[src/core/oswd_map.svh]
// Register map, field positions, reset values and timing figures of the output safety watchdog.
// Assumes inclusion by bare name from the package, oswd_top and the bench.
`ifndef OSWD_MAP_SVH
`define OSWD_MAP_SVH
// Word byte addresses on the register bus
`define OSWD_CTRL_ADDR      8'h00
`define OSWD_TIMEOUT_ADDR   8'h04
`define OSWD_CMD_ADDR       8'h08
`define OSWD_STATUS_ADDR    8'h0c
`define OSWD_AO_EN_ADDR     8'h10
`define OSWD_DO_EN_ADDR     8'h14
`define OSWD_CO_EN_ADDR     8'h18
`define OSWD_AO_VAL_ADDR    8'h1c
`define OSWD_DO_VAL_ADDR    8'h20
`define OSWD_CO_VAL_ADDR    8'h24
`define OSWD_COUNT_ADDR     8'h28
// Control field positions
`define OSWD_CTRL_ENABLE    0
`define OSWD_CTRL_LINKEXP   1
`define OSWD_CTRL_ACT_LO    2
`define OSWD_CTRL_ACT_HI    3
// Command codes written to the command word
`define OSWD_CMD_REFRESH    32'h0000_0001
// Status field positions
`define OSWD_ST_RUNNING     0
`define OSWD_ST_EXPIRED     1
`define OSWD_ST_LINKCAUSE   2
`define OSWD_ST_APP_FLAG    3
// Reset values
`define OSWD_TIMEOUT_RST    32'hffff_ffff
`define OSWD_ZERO32         32'h0000_0000
// Tick period in ns and clock period in ns; clock cycles per tick derived from them
`define OSWD_TICK_NS        25
`define OSWD_CLK_NS         25
`define OSWD_TICK_CYCLES    ((`OSWD_TICK_NS + `OSWD_CLK_NS - 1) / `OSWD_CLK_NS)
// Length of the unit reset and application reset pulses in clock cycles
`define OSWD_RST_PULSE      4
`endif

[src/core/oswd_pkg.sv]
// Types shared by the output safety watchdog design files.
// Assumes the map header is on the include path.
`include "oswd_map.svh"
package oswd_pkg;
    // Watchdog states, Gray coded along idle -> run -> expired
    typedef enum logic [1:0] {
        OSWD_IDLE    = 2'b00,
        OSWD_RUN     = 2'b01,
        OSWD_EXPIRED = 2'b11
    } oswd_state_t;
    // Response chosen for an expiry
    typedef enum logic [1:0] {
        OSWD_ACT_NOTIFY   = 2'b00,
        OSWD_ACT_APP_RST  = 2'b01,
        OSWD_ACT_UNIT_RST = 2'b10,
        OSWD_ACT_RSVD     = 2'b11
    } oswd_action_t;
endpackage

[src/core/oswd_top.sv]
// Output safety watchdog: timeout counter, link-loss expiry, output forcing.
// Assumes an Avalon-MM master on one clock; normal channel values and link status
// come synchronous to sys_clk; unit_reset_req is looped to the chassis reset.
//
// Added by the designer: the address map and the Avalon-MM interface to the registers.
`timescale 1ns/1ps
`default_nettype none
`include "oswd_map.svh"
module oswd_top #(
    parameter int AO_W = 8,
    parameter int DO_W = 8,
    parameter int CO_W = 8
) (
    input  wire logic            sys_clk,
    input  wire logic            reset,
    input  wire logic [7:0]      avs_address,
    input  wire logic            avs_read,
    input  wire logic            avs_write,
    input  wire logic [31:0]     avs_writedata,
    input  wire logic [3:0]      avs_byteenable,
    output var  logic [31:0]     avs_readdata,
    output var  logic            avs_waitrequest,
    input  wire logic            link_up,
    input  wire logic [AO_W-1:0] ao_norm,
    input  wire logic [DO_W-1:0] do_norm,
    input  wire logic [CO_W-1:0] co_norm,
    output var  logic [AO_W-1:0] ao_out,
    output var  logic [DO_W-1:0] do_out,
    output var  logic [CO_W-1:0] co_out,
    output var  logic            wd_expired,
    output var  logic            app_notify,
    output var  logic            app_reset_req,
    output var  logic            unit_reset_req,
    output var  logic            ops_allowed
);
    import oswd_pkg::*;

    typedef struct packed {
        oswd_state_t          fsm;
        logic                 enable;
        logic                 link_exp;
        oswd_action_t         action;
        logic [31:0]          timeout;
        logic [31:0]          count;
        logic [AO_W-1:0]      ao_en;
        logic [DO_W-1:0]      do_en;
        logic [CO_W-1:0]      co_en;
        logic [AO_W-1:0]      ao_val;
        logic [DO_W-1:0]      do_val;
        logic [CO_W-1:0]      co_val;
        logic                 link_cause;
        logic                 app_flag;
        logic [2:0]           pulse_cnt;
        logic                 app_rst;
        logic                 unit_rst;
        logic                 ack;
        logic [31:0]          rdata;
        logic                 expired;
        logic                 ops_ok;
        logic                 wait_req;
    } oswd_top_t;
    oswd_top_t st, next_st;

    logic        acc;
    logic        wr_ok;
    logic [31:0] wmask;
    logic [31:0] wval;

    // One wait state per access, then the answer
    assign acc = (avs_read || avs_write) && !st.ack;
    assign wmask = {{8{avs_byteenable[3]}}, {8{avs_byteenable[2]}},
                    {8{avs_byteenable[1]}}, {8{avs_byteenable[0]}}};

    // Writes blocked after expiry; reads stay open for diagnosis
    always_comb begin
        next_st = st;
        wr_ok = acc && avs_write && (st.fsm != OSWD_EXPIRED);
        wval = `OSWD_ZERO32;
        next_st.ack = acc;
        next_st.app_rst = 1'b0;
        next_st.unit_rst = 1'b0;
        if (wr_ok) begin
            case (avs_address)
                `OSWD_CTRL_ADDR: begin
                    // Config frozen while running so the period stays consistent
                    if (st.fsm == OSWD_IDLE && avs_byteenable[0]) begin
                        next_st.link_exp = avs_writedata[`OSWD_CTRL_LINKEXP];
                        next_st.action = oswd_action_t'(
                            avs_writedata[`OSWD_CTRL_ACT_HI:`OSWD_CTRL_ACT_LO]);
                        if (avs_writedata[`OSWD_CTRL_ENABLE]) begin
                            next_st.enable = 1'b1;
                            next_st.fsm = OSWD_RUN;
                            next_st.count = st.timeout;
                        end
                    end
                end
                `OSWD_TIMEOUT_ADDR: begin
                    if (st.fsm == OSWD_IDLE) begin
                        next_st.timeout = (st.timeout & ~wmask) | (avs_writedata & wmask);
                    end
                end
                `OSWD_CMD_ADDR: begin
                    if (st.fsm == OSWD_RUN && avs_writedata == `OSWD_CMD_REFRESH) begin
                        next_st.count = st.timeout;
                    end
                end
                `OSWD_AO_EN_ADDR:  next_st.ao_en  = avs_writedata[AO_W-1:0];
                `OSWD_DO_EN_ADDR:  next_st.do_en  = avs_writedata[DO_W-1:0];
                `OSWD_CO_EN_ADDR:  next_st.co_en  = avs_writedata[CO_W-1:0];
                `OSWD_AO_VAL_ADDR: next_st.ao_val = avs_writedata[AO_W-1:0];
                `OSWD_DO_VAL_ADDR: next_st.do_val = avs_writedata[DO_W-1:0];
                `OSWD_CO_VAL_ADDR: next_st.co_val = avs_writedata[CO_W-1:0];
                default: ;
            endcase
        end
        // Countdown and link watch; a refresh in the expiring cycle wins
        if (st.fsm == OSWD_RUN && !(wr_ok && avs_address == `OSWD_CMD_ADDR
                && avs_writedata == `OSWD_CMD_REFRESH)) begin
            if (st.link_exp && !link_up) begin
                next_st.fsm = OSWD_EXPIRED;
                next_st.link_cause = 1'b1;
            end else if (st.count == `OSWD_ZERO32) begin
                next_st.fsm = OSWD_EXPIRED;
            end else begin
                next_st.count = st.count - 32'h0000_0001;
            end
            if (next_st.fsm == OSWD_EXPIRED) begin
                next_st.app_flag = 1'b1;
                next_st.pulse_cnt = 3'(`OSWD_RST_PULSE);
            end
        end
        // Requested response, held a few cycles
        if (st.pulse_cnt != 3'h0) begin
            next_st.pulse_cnt = st.pulse_cnt - 3'h1;
            next_st.app_rst = (st.action == OSWD_ACT_APP_RST);
            next_st.unit_rst = (st.action == OSWD_ACT_UNIT_RST);
        end
        // Read mux
        case (avs_address)
            `OSWD_CTRL_ADDR: begin
                wval[`OSWD_CTRL_ENABLE] = st.enable;
                wval[`OSWD_CTRL_LINKEXP] = st.link_exp;
                wval[`OSWD_CTRL_ACT_HI:`OSWD_CTRL_ACT_LO] = st.action;
            end
            `OSWD_TIMEOUT_ADDR: wval = st.timeout;
            `OSWD_STATUS_ADDR: begin
                wval[`OSWD_ST_RUNNING] = (st.fsm == OSWD_RUN);
                wval[`OSWD_ST_EXPIRED] = (st.fsm == OSWD_EXPIRED);
                wval[`OSWD_ST_LINKCAUSE] = st.link_cause;
                wval[`OSWD_ST_APP_FLAG] = st.app_flag;
            end
            `OSWD_AO_EN_ADDR:  wval[AO_W-1:0] = st.ao_en;
            `OSWD_DO_EN_ADDR:  wval[DO_W-1:0] = st.do_en;
            `OSWD_CO_EN_ADDR:  wval[CO_W-1:0] = st.co_en;
            `OSWD_AO_VAL_ADDR: wval[AO_W-1:0] = st.ao_val;
            `OSWD_DO_VAL_ADDR: wval[DO_W-1:0] = st.do_val;
            `OSWD_CO_VAL_ADDR: wval[CO_W-1:0] = st.co_val;
            `OSWD_COUNT_ADDR:  wval = st.count;
            default: wval = `OSWD_ZERO32;
        endcase
        next_st.rdata = (acc && avs_read) ? wval : `OSWD_ZERO32;
        // Status pins registered from the next state, so no decode sits on a pin
        next_st.expired = (next_st.fsm == OSWD_EXPIRED);
        next_st.ops_ok = (next_st.fsm != OSWD_EXPIRED);
        next_st.wait_req = !acc;
    end

    // Only a unit reset disarms the watchdog
    always_ff @(posedge sys_clk) begin
        if (reset) begin
            st <= '0;
            st.timeout <= `OSWD_TIMEOUT_RST;
            st.wait_req <= 1'b1;
        end else begin
            st <= next_st;
        end
    end

    assign avs_readdata = st.rdata;
    assign avs_waitrequest = st.wait_req;
    assign wd_expired = st.expired;
    assign app_notify = st.app_flag;
    assign app_reset_req = st.app_rst;
    assign unit_reset_req = st.unit_rst;
    assign ops_allowed = st.ops_ok;

    // Channel forcing, one registered selector per class
    oswd_outmux #(.WIDTH(AO_W)) u_ao (.sys_clk(sys_clk), .reset(reset),
        .expired(wd_expired), .chan_en(st.ao_en), .exp_val(st.ao_val),
        .norm_val(ao_norm), .out_val(ao_out));
    oswd_outmux #(.WIDTH(DO_W)) u_do (.sys_clk(sys_clk), .reset(reset),
        .expired(wd_expired), .chan_en(st.do_en), .exp_val(st.do_val),
        .norm_val(do_norm), .out_val(do_out));
    oswd_outmux #(.WIDTH(CO_W)) u_co (.sys_clk(sys_clk), .reset(reset),
        .expired(wd_expired), .chan_en(st.co_en), .exp_val(st.co_val),
        .norm_val(co_norm), .out_val(co_out));

    a_count_expires: assert property (@(posedge sys_clk) disable iff (reset)
        st.fsm == OSWD_RUN && st.count == 32'h0 && !avs_write |=> wd_expired)
        else $error("counter reached zero without expiry");
    a_expiry_sticks: assert property (@(posedge sys_clk) disable iff (reset)
        wd_expired |=> wd_expired)
        else $error("expiry cleared without reset");
    a_forced_output: assert property (@(posedge sys_clk) disable iff (reset)
        wd_expired && $stable(st.ao_en) && $stable(st.ao_val) ##1 wd_expired
        |-> ao_out == (($past(st.ao_en) & $past(st.ao_val))
            | (~$past(st.ao_en) & $past(ao_norm))))
        else $error("analog outputs not forced");
    a_write_blocked: assert property (@(posedge sys_clk) disable iff (reset)
        wd_expired |=> $stable(st.timeout) && $stable(st.ao_en) && $stable(st.do_val))
        else $error("write took effect after expiry");
    a_count_steps: assert property (@(posedge sys_clk) disable iff (reset)
        st.fsm == OSWD_RUN && !avs_write && link_up && st.count != 32'h0
        |=> st.count == $past(st.count) - 32'h1)
        else $error("counter did not step by one tick");
    a_link_loss: assert property (@(posedge sys_clk) disable iff (reset)
        st.fsm == OSWD_RUN && st.link_exp && !link_up && !avs_write
        |=> wd_expired && st.link_cause)
        else $error("link loss did not expire");
    a_reset_default: assert property (@(posedge sys_clk)
        reset |=> ao_out == '0 && do_out == '0 && co_out == '0 && !wd_expired)
        else $error("outputs not at startup after reset");
    a_unit_response: assert property (@(posedge sys_clk) disable iff (reset)
        $rose(wd_expired) && st.action == OSWD_ACT_UNIT_RST |=> unit_reset_req[*3])
        else $error("unit reset response missing");
    a_refresh_reload: assert property (@(posedge sys_clk) disable iff (reset)
        st.fsm == OSWD_RUN && avs_write && !st.ack && avs_address == `OSWD_CMD_ADDR
        && avs_writedata == `OSWD_CMD_REFRESH |=> st.count == st.timeout)
        else $error("refresh did not reload counter");
endmodule
`default_nettype wire

[src/core/oswd_outmux.sv]
// Per-channel output selector: normal value or expiration value, registered.
// Assumes the expiry level comes from a flip-flop in the same clock domain.
`timescale 1ns/1ps
`default_nettype none
module oswd_outmux #(
    parameter int WIDTH = 8
) (
    input  wire logic             sys_clk,
    input  wire logic             reset,
    input  wire logic             expired,
    input  wire logic [WIDTH-1:0] chan_en,
    input  wire logic [WIDTH-1:0] exp_val,
    input  wire logic [WIDTH-1:0] norm_val,
    output var  logic [WIDTH-1:0] out_val
);
    import oswd_pkg::*;
    typedef struct packed {
        logic [WIDTH-1:0] out;
    } oswd_mux_t;
    oswd_mux_t st, next_st;

    // Each channel picks its own source
    always_comb begin
        next_st = st;
        for (int i = 0; i < WIDTH; i++) begin
            next_st.out[i] = (expired && chan_en[i]) ? exp_val[i] : norm_val[i];
        end
    end

    // Reset brings outputs back to startup value
    always_ff @(posedge sys_clk) begin
        if (reset) begin
            st <= '0;
        end else begin
            st <= next_st;
        end
    end
    assign out_val = st.out;
endmodule
`default_nettype wire

[config.mk]
export PLATFORM = sky130hd
export DESIGN_NAME = oswd_top
export DESIGN_NICKNAME = d
export VERILOG_FILES = /design/src/core/oswd_pkg.sv /design/src/core/oswd_top.sv /design/src/core/oswd_outmux.sv
export VERILOG_INCLUDE_DIRS = /design/src /design/src/core
export SDC_FILE = /design/constraint.sdc
export NUM_CORES = 1
export LEC_CHECK = 0
export ABC_AREA = 1
export ABC_CLOCK_PERIOD_IN_PS = 3350
export BUFFER_PORTS_ARGS = -buffer_cell sky130_fd_sc_hd__buf_4
export CAP_MARGIN = 5
export CORE_UTILIZATION = 30
export DETAILED_ROUTE_END_ITERATION = 12
export PLACE_DENSITY_LB_ADDON = 0.05
export SLEW_MARGIN = 20
export SYNTH_ARGS = -nofsm -noshare
export SYNTH_HDL_FRONTEND = slang
export SYNTH_SLANG_ARGS = --single-unit
[constraint.sdc]
create_clock -name sys_clk -period 3.35 [get_ports sys_clk]
set_clock_uncertainty 0.1 [all_clocks]
set_input_delay 0.1675 -clock sys_clk [delete_from_list [all_inputs] [get_ports sys_clk]]
set_output_delay 0.1675 -clock sys_clk [all_outputs]
set_load 0.03 [all_outputs]
==> results of run 1 <==
power by group:
group	total, W	internal [W]	switching, W	leakage, nW
combinational	0.000476	0.000193	0.000282	4.22
sequential	0.00225	0.00223	0.0000179	1.50
clock	0.00209	0.00107	0.00102	0.276
total	0.00481	0.00349	0.00132	6.00
synth_stat cells (all sizes together), types with 2 or more instances:
cell	count	area (um^2)
a21oi	144	721
clkbuf	51	191
o31ai	2	15.0
buf	61	383
nand3	119	596
a311oi	24	210
nand4	21	131
xor2	14	123
o22ai	22	138
inv	205	769
dfxtp	185	3700
nand2	405	1520
nor2	108	415
nor3	13	90.1
o21ai	94	474
ha	3	37.5
o211ai	51	383
path summary, 6_finish.rpt:
| check | slack, ns | endpoint | startpoint |
|---|---|---|---|
| setup / recovery | 0.81 | flip-flop | st[35]$_SDFF_PP0_ |
| hold / removal | 0.03 | st[160]$_SDFF_PP0_ | reset |
| setup reg to reg | 0.81 | flip-flop | st[35]$_SDFF_PP0_ |
| hold reg to reg | 0.36 | st[158]$_SDFFE_PP0P_ | st[158]$_SDFFE_PP0P_ |
per-layer routing:
layer / wire, um / track usage [%]
met3: 1820 / 2.90
met2: 16200 / 34.9
met5: 0 / 0
met1: 19200 / 33.4
met4: 397 / 5.83
per-stage QoR:
stage | hold WS [ns] | util [%] | total power, W | worst slack, ns | cell area (um^2)
2_1_floorplan | 0.232 | - | 0.00253 | 1.51 | 9980
3_3_place_gp | 0.345 | 34.4 | 0.00272 | 0.896 | 11200
3_5_place_dp | 0.342 | 34.4 | 0.00272 | 0.812 | 11200
4_1_cts | 0.00650 | 38.3 | 0.00487 | 0.786 | 12500
5_1_grt | 0.0554 | 38.3 | 0.00499 | 0.587 | 12500
6_report | 0.0261 | 38.3 | 0.00481 | 0.810 | 12500
cells by family after synthesis:
group           count (synthesis)  share of synthesized area [%]
buf+inv                       318                           13.5
flops                         185                           37.1
compound gates                343                           20.0
fa+ha+maj                       3                          0.376
simple gates                  669                           27.8
xor+xnor                       14                           1.23
final cells by class:
class / instances / area, um^2 / area share, %
multi-input cells: 1029 / 4930 / 39.4
flip-flops and latches: 185 / 3700 / 29.6
well taps: 442 / 553 / 4.42
inverters: 206 / 773 / 6.18
clock inverters: 13 / 135 / 1.08
clock buffers: 18 / 439 / 3.51
repair buffers: 230 / 1970 / 15.7
critical path, delay by kind of cell (launching register included):
family,cells,cell delay (ns)
simple gates,4,1.00
flops,1,0.32
compound gates,1,0.15
buf+inv,2,0.89
==> results.md, run 1 <==
- DP Cell Count: 2021
- Initial detailed-routing violation count: 783
- Max incr delay on CP: between 0.6 and 0.7 ns
- GRT overflow: 0
- Class of the worst hold path: input port to flip-flop
- Number of fill cells in the layout: 3573
- Routed len/inst: 17.7 um
- RSZ-0062 raised after global routing: false
- Pwr per Cell Area: slightly below 400 nW/um^2
- Clock sinks: between 150 and 200
- DR pass1 iterations: 7
- Final Non-Filler Cells: 2123
- CTS tree: built
- Setup crit end kind: flip-flop
- Worst slew margin: 42.0%
- Ys Warns: 0
- Post-synth EDFFs: 0
- Max-cap violation count: 0
- DRC: 0
- CP required: between 3 and 4 ns
- Area delta synth->final: 25.3%
- IO Port Bufs: between 100 and 150
- Core Region: 32600 um^2
- Slowest cell on crit path: nor3_2
- Critical Path, Cell by Cell: nor2_1, o21ai_2, nor3_2, buf_4, nand4_1, dlygate4sd3_1, nand3_1
- Die ar.: between 30000 and 40000 um^2
- Worst-margin pin slew: 0.865 ns
- H-tree depth: 4
- Largest net degree at the start of global routing: 79
- TNS Setup: 0 ns
- Share of cells above drive strength 1: roughly 12%
- Hold_buf cts: 71
- Post-CTS Resized: 0
- Post-synthesis cell type count: 34
- Post-CTS Setup Inserts: 0
- Top_reg_cell synth: dfxtp_1
- Synth Net Count: 1608
- Final Hold Fails: 0
- Vias in the first global route: just under 10000
- Commonest non-fill, non-tap cell in the layout: nand2_1
- Crit path max fanout: 11
- Startpoint types: flip-flop
- Tmin final: between 2 and 3 ns
- WP data arrival: ~2.8 ns
- # IOs: roughly 140
- First-pass GRT wire length: between 50000 and 60000 um
- Fin crit share: 75.8%
- Longest Clk Path Bufs: 2
- CTS buffer count: 17
- Cell Rows: between 60 and 70
- Mapped Area: around 10000 um^2
- Post-Syn Area per Cell: approximately 6.5 um^2
- Cells after Synth: 1532
- Routed Antenna Nets: 0
- Initial Utilization: a little under a third
- Status: finished, final reports clean
- Final Max Slew Viols: 0
- Die W: 184 um
- DP Wirelength: 26000 um
- Initial antenna violation count: 0
- Hold path depth: 2
- Synth async-reset ratio: 0%
- Leak pwr: roughly 6.0 nW
- Clock root buffer: clkbuf_16
- WS Path Type: flip-flop to flip-flop
- Final Setup Violations: 0
- R2r worst-path depth: 7
- Seq/Total Area, Yosys: a little under two fifths
- Commonest cells after routing, fill and taps aside: nand2_1 (405), inv_1 (200), dfxtp_1 (184)
- FMAX: 394 MHz
- Die H: 184 um
- Clk slew on worst S/H paths: 0.08 ns
- Vias/cell: slightly below 5
- Peak VDD IR: 358 uV
- Antenna diodes: 0
- Yosys reg bits: 185
- Via count: about 10000
- Worst-Skew Late Latency: 0.46 ns
- Final GP Congestion: 0.864
- Final nets: 1745
- GRT Resource Usage Total: 22.8%
- Final wirelength: 37600 um
Note: power is estimated with default switching activity, not from simulation.
==> inputs of run 2 (changes only) <==
--- a/config.mk
+++ b/config.mk
@@ -7,7 +7,7 @@
 export NUM_CORES = 1
 export LEC_CHECK = 0
 export ABC_AREA = 1
-export ABC_CLOCK_PERIOD_IN_PS = 3350
+export ABC_CLOCK_PERIOD_IN_PS = 2100
 export BUFFER_PORTS_ARGS = -buffer_cell sky130_fd_sc_hd__buf_4
 export CAP_MARGIN = 5
 export CORE_UTILIZATION = 30
==> constraint.sdc (replaced) <==
create_clock -name sys_clk -period 2.1 [get_ports sys_clk]
set_clock_uncertainty 0.1 [all_clocks]
set_input_delay 0.105 -clock sys_clk [delete_from_list [all_inputs] [get_ports sys_clk]]
set_output_delay 0.105 -clock sys_clk [all_outputs]
set_load 0.03 [all_outputs]
==> results.md, run 2 (synthesized netlist as in run 1, its figures left out) <==
- Final Hold Fails: 0 (unchanged)
- First-pass GRT wire length: 59300 um (+1.2%)
- Largest net degree at the start of global routing: 63 (-20%)
- Share of cells above drive strength 1: 19.3% (+6.8 points)
- Cell Rows: 66 (unchanged)
- Peak VDD IR: 565 uV (+58%)
- CTS buffer count: 17 (unchanged)
- WS Path Type: input port to flip-flop
- Initial Utilization: 30.6% (unchanged)
- Clk slew on worst S/H paths: 0.07 ns (about the same)
- Comb power frac: 10.2% (+0.3 points)
- Reg power frac: 44.9% (-1.8 points)
- Worst-Skew Late Latency: 0.45 ns (about the same)
- Final GP Congestion: 0.852 (-1.3%)
- Area delta synth->final: 36.5%
- Initial antenna violation count: 1 (+1)
- Commonest cells after routing, fill and taps aside: nand2_1 (403), buf_4 (259), inv_1 (198)
- DRC: 0 (unchanged)
- Class of the worst hold path: input port to flip-flop
- Clock sinks: 185 (unchanged)
- WP data arrival: 2.27 ns (-0.56 ns)
- Antenna diodes: 0 (unchanged)
- Via count: 10800 (+4.0%)
- Final Setup Violations: 0 (unchanged)
- Final nets: 1858 (+6.5%)
- Max-cap violation count: 0 (unchanged)
- Vias in the first global route: 10100 (+1.8%)
- CP required: 2.37 ns (-1.27 ns)
- FMAX: 501 MHz
- Final Max Slew Viols: 0 (unchanged)
- Leak pwr: 6.69 nW (+11%)
- GRT overflow: 0 (unchanged)
- Initial detailed-routing violation count: 785 (+0.26%)
- Die W: 184 um (unchanged)
- Routed Antenna Nets: 0 (unchanged)
- Fin crit share: 95.1%
- Net Sw Frac: 25.3% (-2.2 points)
- P_int: 0.00597 W (+71%)
- # IOs: 135 (unchanged)
- Vias/cell: 4.83 (-1.3%)
- Longest Clk Path Bufs: 2 (unchanged)
- DR pass1 iterations: 6 (-1)
- Worst slew margin: 59.7% (+18 points)
- H-tree depth: 4 (unchanged)
- Core Region: 32600 um^2 (unchanged)
- Routed len/inst: 17.2 um (-3.0%)
- Fin worst setup slack: 0.103 ns (-0.706 ns)
- Sw Pwr: 0.00202 W (+53%)
- IO Port Bufs: 134 (unchanged)
- Commonest non-fill, non-tap cell in the layout: nand2_1
- Die ar.: 34000 um^2 (unchanged)
- Storage element area: 3700 um^2 (unchanged)
- GRT Resource Usage Total: 23.1% (+0.25 points)
- Startpoint types: input port
- Crit path max fanout: 16 (+5)
- Status: finished, final reports clean
- DP Wirelength: 27300 um (+5.0%)
- Pwr per Cell Area: 587 nW/um^2 (+52%)
- Worst-margin pin slew: 0.603 ns (-0.262 ns)
- CTS tree: built
- Tmin final: between 1.5 and 2 ns
- Clock power share: 44.9% (+1.5 points)
- Number of fill cells in the layout: 3508 (-1.8%)
- Worst hold margin: 0.0221 ns (-0.00400 ns)
- Multi-input combinational cell area: 5020 um^2 (+1.9%)
- RSZ-0062 raised after global routing: false
- Clock root buffer: clkbuf_16
- Die H: 184 um (unchanged)
- Setup crit end kind: flip-flop
- Place WS: -0.234 ns (-1.05 ns)
- Final wirelength: 38500 um (+2.2%)
## run 2: cell types whose count changed in the layout (fill, tap and decap cells not counted), moves of 3 or more
cell	previous run	this run
bufinv_16	1	4
dlygate4sd3_1	71	65
buf_4	154	259
clkinvlp_4	3	0
buf_6	0	3
clkbuf_1	0	3
buf_12	5	13
inv_6	5	2
nor2_4	0	3
nor2_1	103	93
nor2_2	5	12
## run 2: area by class of cell
cell class	instances	share of cell area, %
Clock buffer	21	3.31
Tap cell	442	4.06
Sequential cell	185	27.2
Multi-Input combinational cell	1029	36.9
Clock inverter	11	1.36
Timing Repair Buffer	343	21.5
Inverter	206	5.68
## run 2: metal layers
| metal | part of all wire (%) | vias to the layer above | wire (um) | track usage (%) |
|---|---|---|---|---|
| li1 | - | 5487 | - | - |
| met1 | 52 | 5030 | 20000 | 34.6 |
| met2 | 43 | 262 | 16500 | 34.7 |
| met3 | 3.9 | 27 | 1490 | 2.51 |
| met4 | 1.1 | 0 | 438 | 5.67 |
| met5 | 0 | - | 0 | 0 |
## run 2: final timing paths
path | start | to | slack [ns] | cells past startpoint
max | avs_writedata[7] | st[99]$_SDFF_PP0_ | 0.10 | 15
min | avs_writedata[1] | st[44]$_SDFFE_PP0P_ | 0.02 | 4
max reg2reg | st[91]$_SDFF_PP0_ | st[113]$_SDFF_PP0_ | 0.11 | 11
min reg2reg | st[158]$_SDFFE_PP0P_ | st[158]$_SDFFE_PP0P_ | 0.35 | 2
## run 2: metrics by stage
stage	area [um^2]	setup TNS [ns]	instances	power, W	util [%]
after detailed placement	12100	-0.829	2132	0.00438	37.2
after global placement	12100	-0.904	2132	0.00438	37.2
after CTS	13500	0	2233	0.00807	41.3
final	13600	0	2237	0.00800	41.8
after floorplan	9980	0	1532	0.00403	-
after global routing	13600	0	2237	0.00831	41.8
## run 2: power by group through the flow
stage / clock (W) / sequential (W) / combinational (W)
floorplan: 0 / 0.00372 / 0.000311
global placement: 0 / 0.00367 / 0.000708
detailed placement: 0 / 0.00367 / 0.000713
CTS: 0.00368 / 0.00359 / 0.000802
global route: 0.00381 / 0.00359 / 0.000899
finish: 0.00359 / 0.00359 / 0.000819
## run 2: timing repair
action                                  in CTS  in global routing
endpoints found under the setup margin      12                 42
setup buffers                                4                  2
hold endpoints to repair                    66                  0
gates cloned                                 0                  2
resized for setup                            7                 29
pin swaps                                    2                  2
hold buffers                                65                  0
## run 2: worst max-delay path: stages
cell           delay [ns]
dlygate4sd3_1        0.54
buf_4                0.15
buf_4                0.15
inv_2                0.10
nand2_1              0.07
nor2_2               0.10
nand2_1              0.11
nor2_1               0.16
nand3_2              0.14
buf_8                0.19
nand2_1              0.06
nand3_1              0.06
nand2_1              0.08
nand2_1              0.06
a21oi_1              0.17
==> inputs of run 3 (changes only) <==
==> constraint.sdc (replaced) <==
create_clock -name sys_clk -period 2.1 [get_ports sys_clk]
set_clock_uncertainty 0.1 [all_clocks]
set_input_delay 0.42 -clock sys_clk [delete_from_list [all_inputs] [get_ports sys_clk]]
set_output_delay 0.42 -clock sys_clk [all_outputs]
set_load 0.03 [all_outputs]
==> results.md, run 3 (synthesized netlist as in run 1, its figures left out) <==
- Status: finished, final reports clean
- Pwr per Cell Area: 569 nW/um^2 (-3.1%)
- Fin worst setup slack: 0.0959 ns (-0.00762 ns)
- Clk slew on worst S/H paths: 0.07 ns (about the same)
- RSZ-0062 raised after global routing: false
- Wire length on met3: 1920 um (+29%)
- CTS tree: built
- Max incr delay on CP: 0.35 ns (-0.19 ns)
- Hold path depth: 3 (-1)
- Setup crit end kind: flip-flop
- Critical Path, Cell by Cell: nor2_2, nand2_1, nor2_2, nand2_1, o21bai_2, buf_4, inv_2, nand2_4, clkbuf_16, nand2_1, inv_1, a21oi_1
- GRT overflow: 0 (unchanged)
- TNS Setup: 0 ns (unchanged)
- Final Hold Fails: 0 (unchanged)
- Peak VDD IR: 598 uV (+5.8%)
- Crit-path most repeated cell: nand2_1
- Clock root buffer: clkbuf_16
- Leak pwr: 6.68 nW (about the same)
- First-pass GRT wire length: 59600 um (+0.55%)
- Multi-input combinational cell area: 5020 um^2 (about the same)
- Vias/cell: 4.83 (about the same)
- Die W: 184 um (unchanged)
- H-tree depth: 4 (unchanged)
- CTS buffer count: 17 (unchanged)
- WL met2: 16300 um (-1.3%)
- Reg2reg start: st[109]$_SDFF_PP0_
- DRC: 0 (unchanged)
- WL met1: 20000 um (-0.12%)
- Area delta synth->final: 34.0%
- DR pass1 iterations: 5 (-1)
- Tmin final: 2.00 ns (+0.00762 ns)
- Final Setup Violations: 0 (unchanged)
- Core Region: 32600 um^2 (unchanged)
- R2r worst-path depth: 12 (+1)
- WP data arrival: 2.25 ns (-0.02 ns)
- Storage element area: 3700 um^2 (unchanged)
- Class of the worst hold path: input port to flip-flop
- Worst slew margin: 50.6% (-9.2 points)
- Crit path max fanout: 21 (+5)
- Initial Utilization: 30.6% (unchanged)
- # IOs: 135 (unchanged)
- Commonest non-fill, non-tap cell in the layout: nand2_1
- GRT Resource Usage Total: 23.3% (+0.25 points)
- FMAX: 499 MHz (-0.38%)
- Antenna diodes: 0 (unchanged)
- Number of fill cells in the layout: 3486 (-0.63%)
- Top layer reached by signal wires: met4
- Initial detailed-routing violation count: 791 (+0.76%)
- DP Wirelength: 27600 um (+1.1%)
- Final wirelength: 38800 um (+0.83%)
- Largest delay share family, worst path: simple AND/OR/NAND/NOR gates
- Max-cap violation count: 0 (unchanged)
- WS Path Type: flip-flop to flip-flop
- Via count: 10800 (-0.31%)
- Fin crit share: 95.4% (+0.36 points)
- CP Buf/Inv Count: 4 (-1)
- Die ar.: 34000 um^2 (unchanged)
- Die H: 184 um (unchanged)
- Final GP Congestion: 0.837 (-1.8%)
- RR Endpoint: st[102]$_SDFF_PP0_
- Final Max Slew Viols: 0 (unchanged)
- Routed len/inst: 17.4 um (+1.2%)
- IO Port Bufs: 134 (unchanged)
- Vias in the first global route: 10200 (+1.3%)
- Largest net degree at the start of global routing: 83 (+32%)
- Startpoint types: flip-flop
- Worst-Skew Late Latency: 0.47 ns (+0.02 ns)
- R2R setup slack: 0.1 ns (about the same)
- Clock sinks: 185 (unchanged)
- Worst-margin pin slew: 0.740 ns (+0.137 ns)
- Final Non-Filler Cells: 2229 (-0.36%)
- Initial antenna violation count: 0 (-1)
- Final nets: 1850 (-0.43%)
- Longest Clk Path Bufs: 2 (unchanged)
- Cell Rows: 66 (unchanged)
- Place WS: -0.252 ns (-0.0187 ns)
- Share of cells above drive strength 1: 22.6% (+3.3 points)
- Startpoint of the worst hold path: avs_writedata[23]
- Commonest cells after routing, fill and taps aside: nand2_1 (402), buf_4 (316), inv_1 (200)
- Setup crit start: st[109]$_SDFF_PP0_
- Routed Antenna Nets: 0 (unchanged)
- DP Cell Count: 2189 (+2.7%)
- CP required: 2.35 ns (-0.02 ns)
- Slowest cell on crit path: dfxtp_1
- Final core utilization: 41.0% (-0.77 points)
## run 3: cell type report
class,instances,share of cell area (%)
clock buffer,19,3.31
clock inverter,13,0.889
inverter,206,5.78
multi-input combinational,1029,37.5
sequential,185,27.7
tap,442,4.14
timing repair buffer,335,20.6
## run 3: through the flow
stage	cell area, um^2	hold WS (ns)	total power, W
floorplan	9980	0.318	0.00403
global placement	12600	0.341	0.00443
detailed placement	12600	0.341	0.00443
CTS	13200	0.125	0.00768
global route	13400	0.145	0.00791
finish	13400	0.138	0.00760
## run 3: worst reg2reg max path: cells and delay by family, from the launching register on
| kind | cells | cell delay, ns |
|---|---|---|
| flip-flops | 1 | 0.35 |
| AO/OA/AOI/OAI | 2 | 0.26 |
| buffers and inverters | 4 | 0.46 |
| AND/OR/NAND/NOR | 6 | 0.74 |
## run 3: layer usage
| layer | GRT usage (%) | vias up |
|---|---|---|
| met4 | 5.80 | 0 |
| met3 | 3.54 | 32 |
| met2 | 35.2 | 270 |
| met5 | 0 | - |
| li1 | - | 5466 |
| met1 | 34.2 | 5004 |
## run 3: what timing repair did
| action | 4_1_cts | 5_1_grt |
|---|---|---|
| hold buffers | 0 | 0 |
| endpoints found under the hold margin | 0 | 0 |
| gates resized for setup | 5 | 23 |
| setup endpoints to repair | 14 | 37 |
| cloned | 0 | 3 |
| buffers inserted | 0 | 5 |
| pin swaps | 0 | 3 |
## run 3: where the power goes
part	internal [W]	total [W]	switching, W	leakage [nW]
sequential	0.00356	0.00359	0.0000276	1.50
clock	0.00168	0.00325	0.00158	0.267
combinational	0.000314	0.000763	0.000449	4.92
## run 3: worst max-delay path by stage
stage | cells after the start | slack (ns) | endpoint
2_1_floorplan | 11 | 0.26 | st[119]$_SDFF_PP0_
3_3_place_gp | 13 | -0.26 | st[116]$_SDFF_PP0_
3_5_place_dp | 13 | -0.25 | st[120]$_SDFF_PP0_
4_1_cts | 11 | 0.03 | st[99]$_SDFF_PP0_
5_1_grt | 11 | 0.002 | st[107]$_SDFF_PP0_
6_report | 12 | 0.1 | st[102]$_SDFF_PP0_
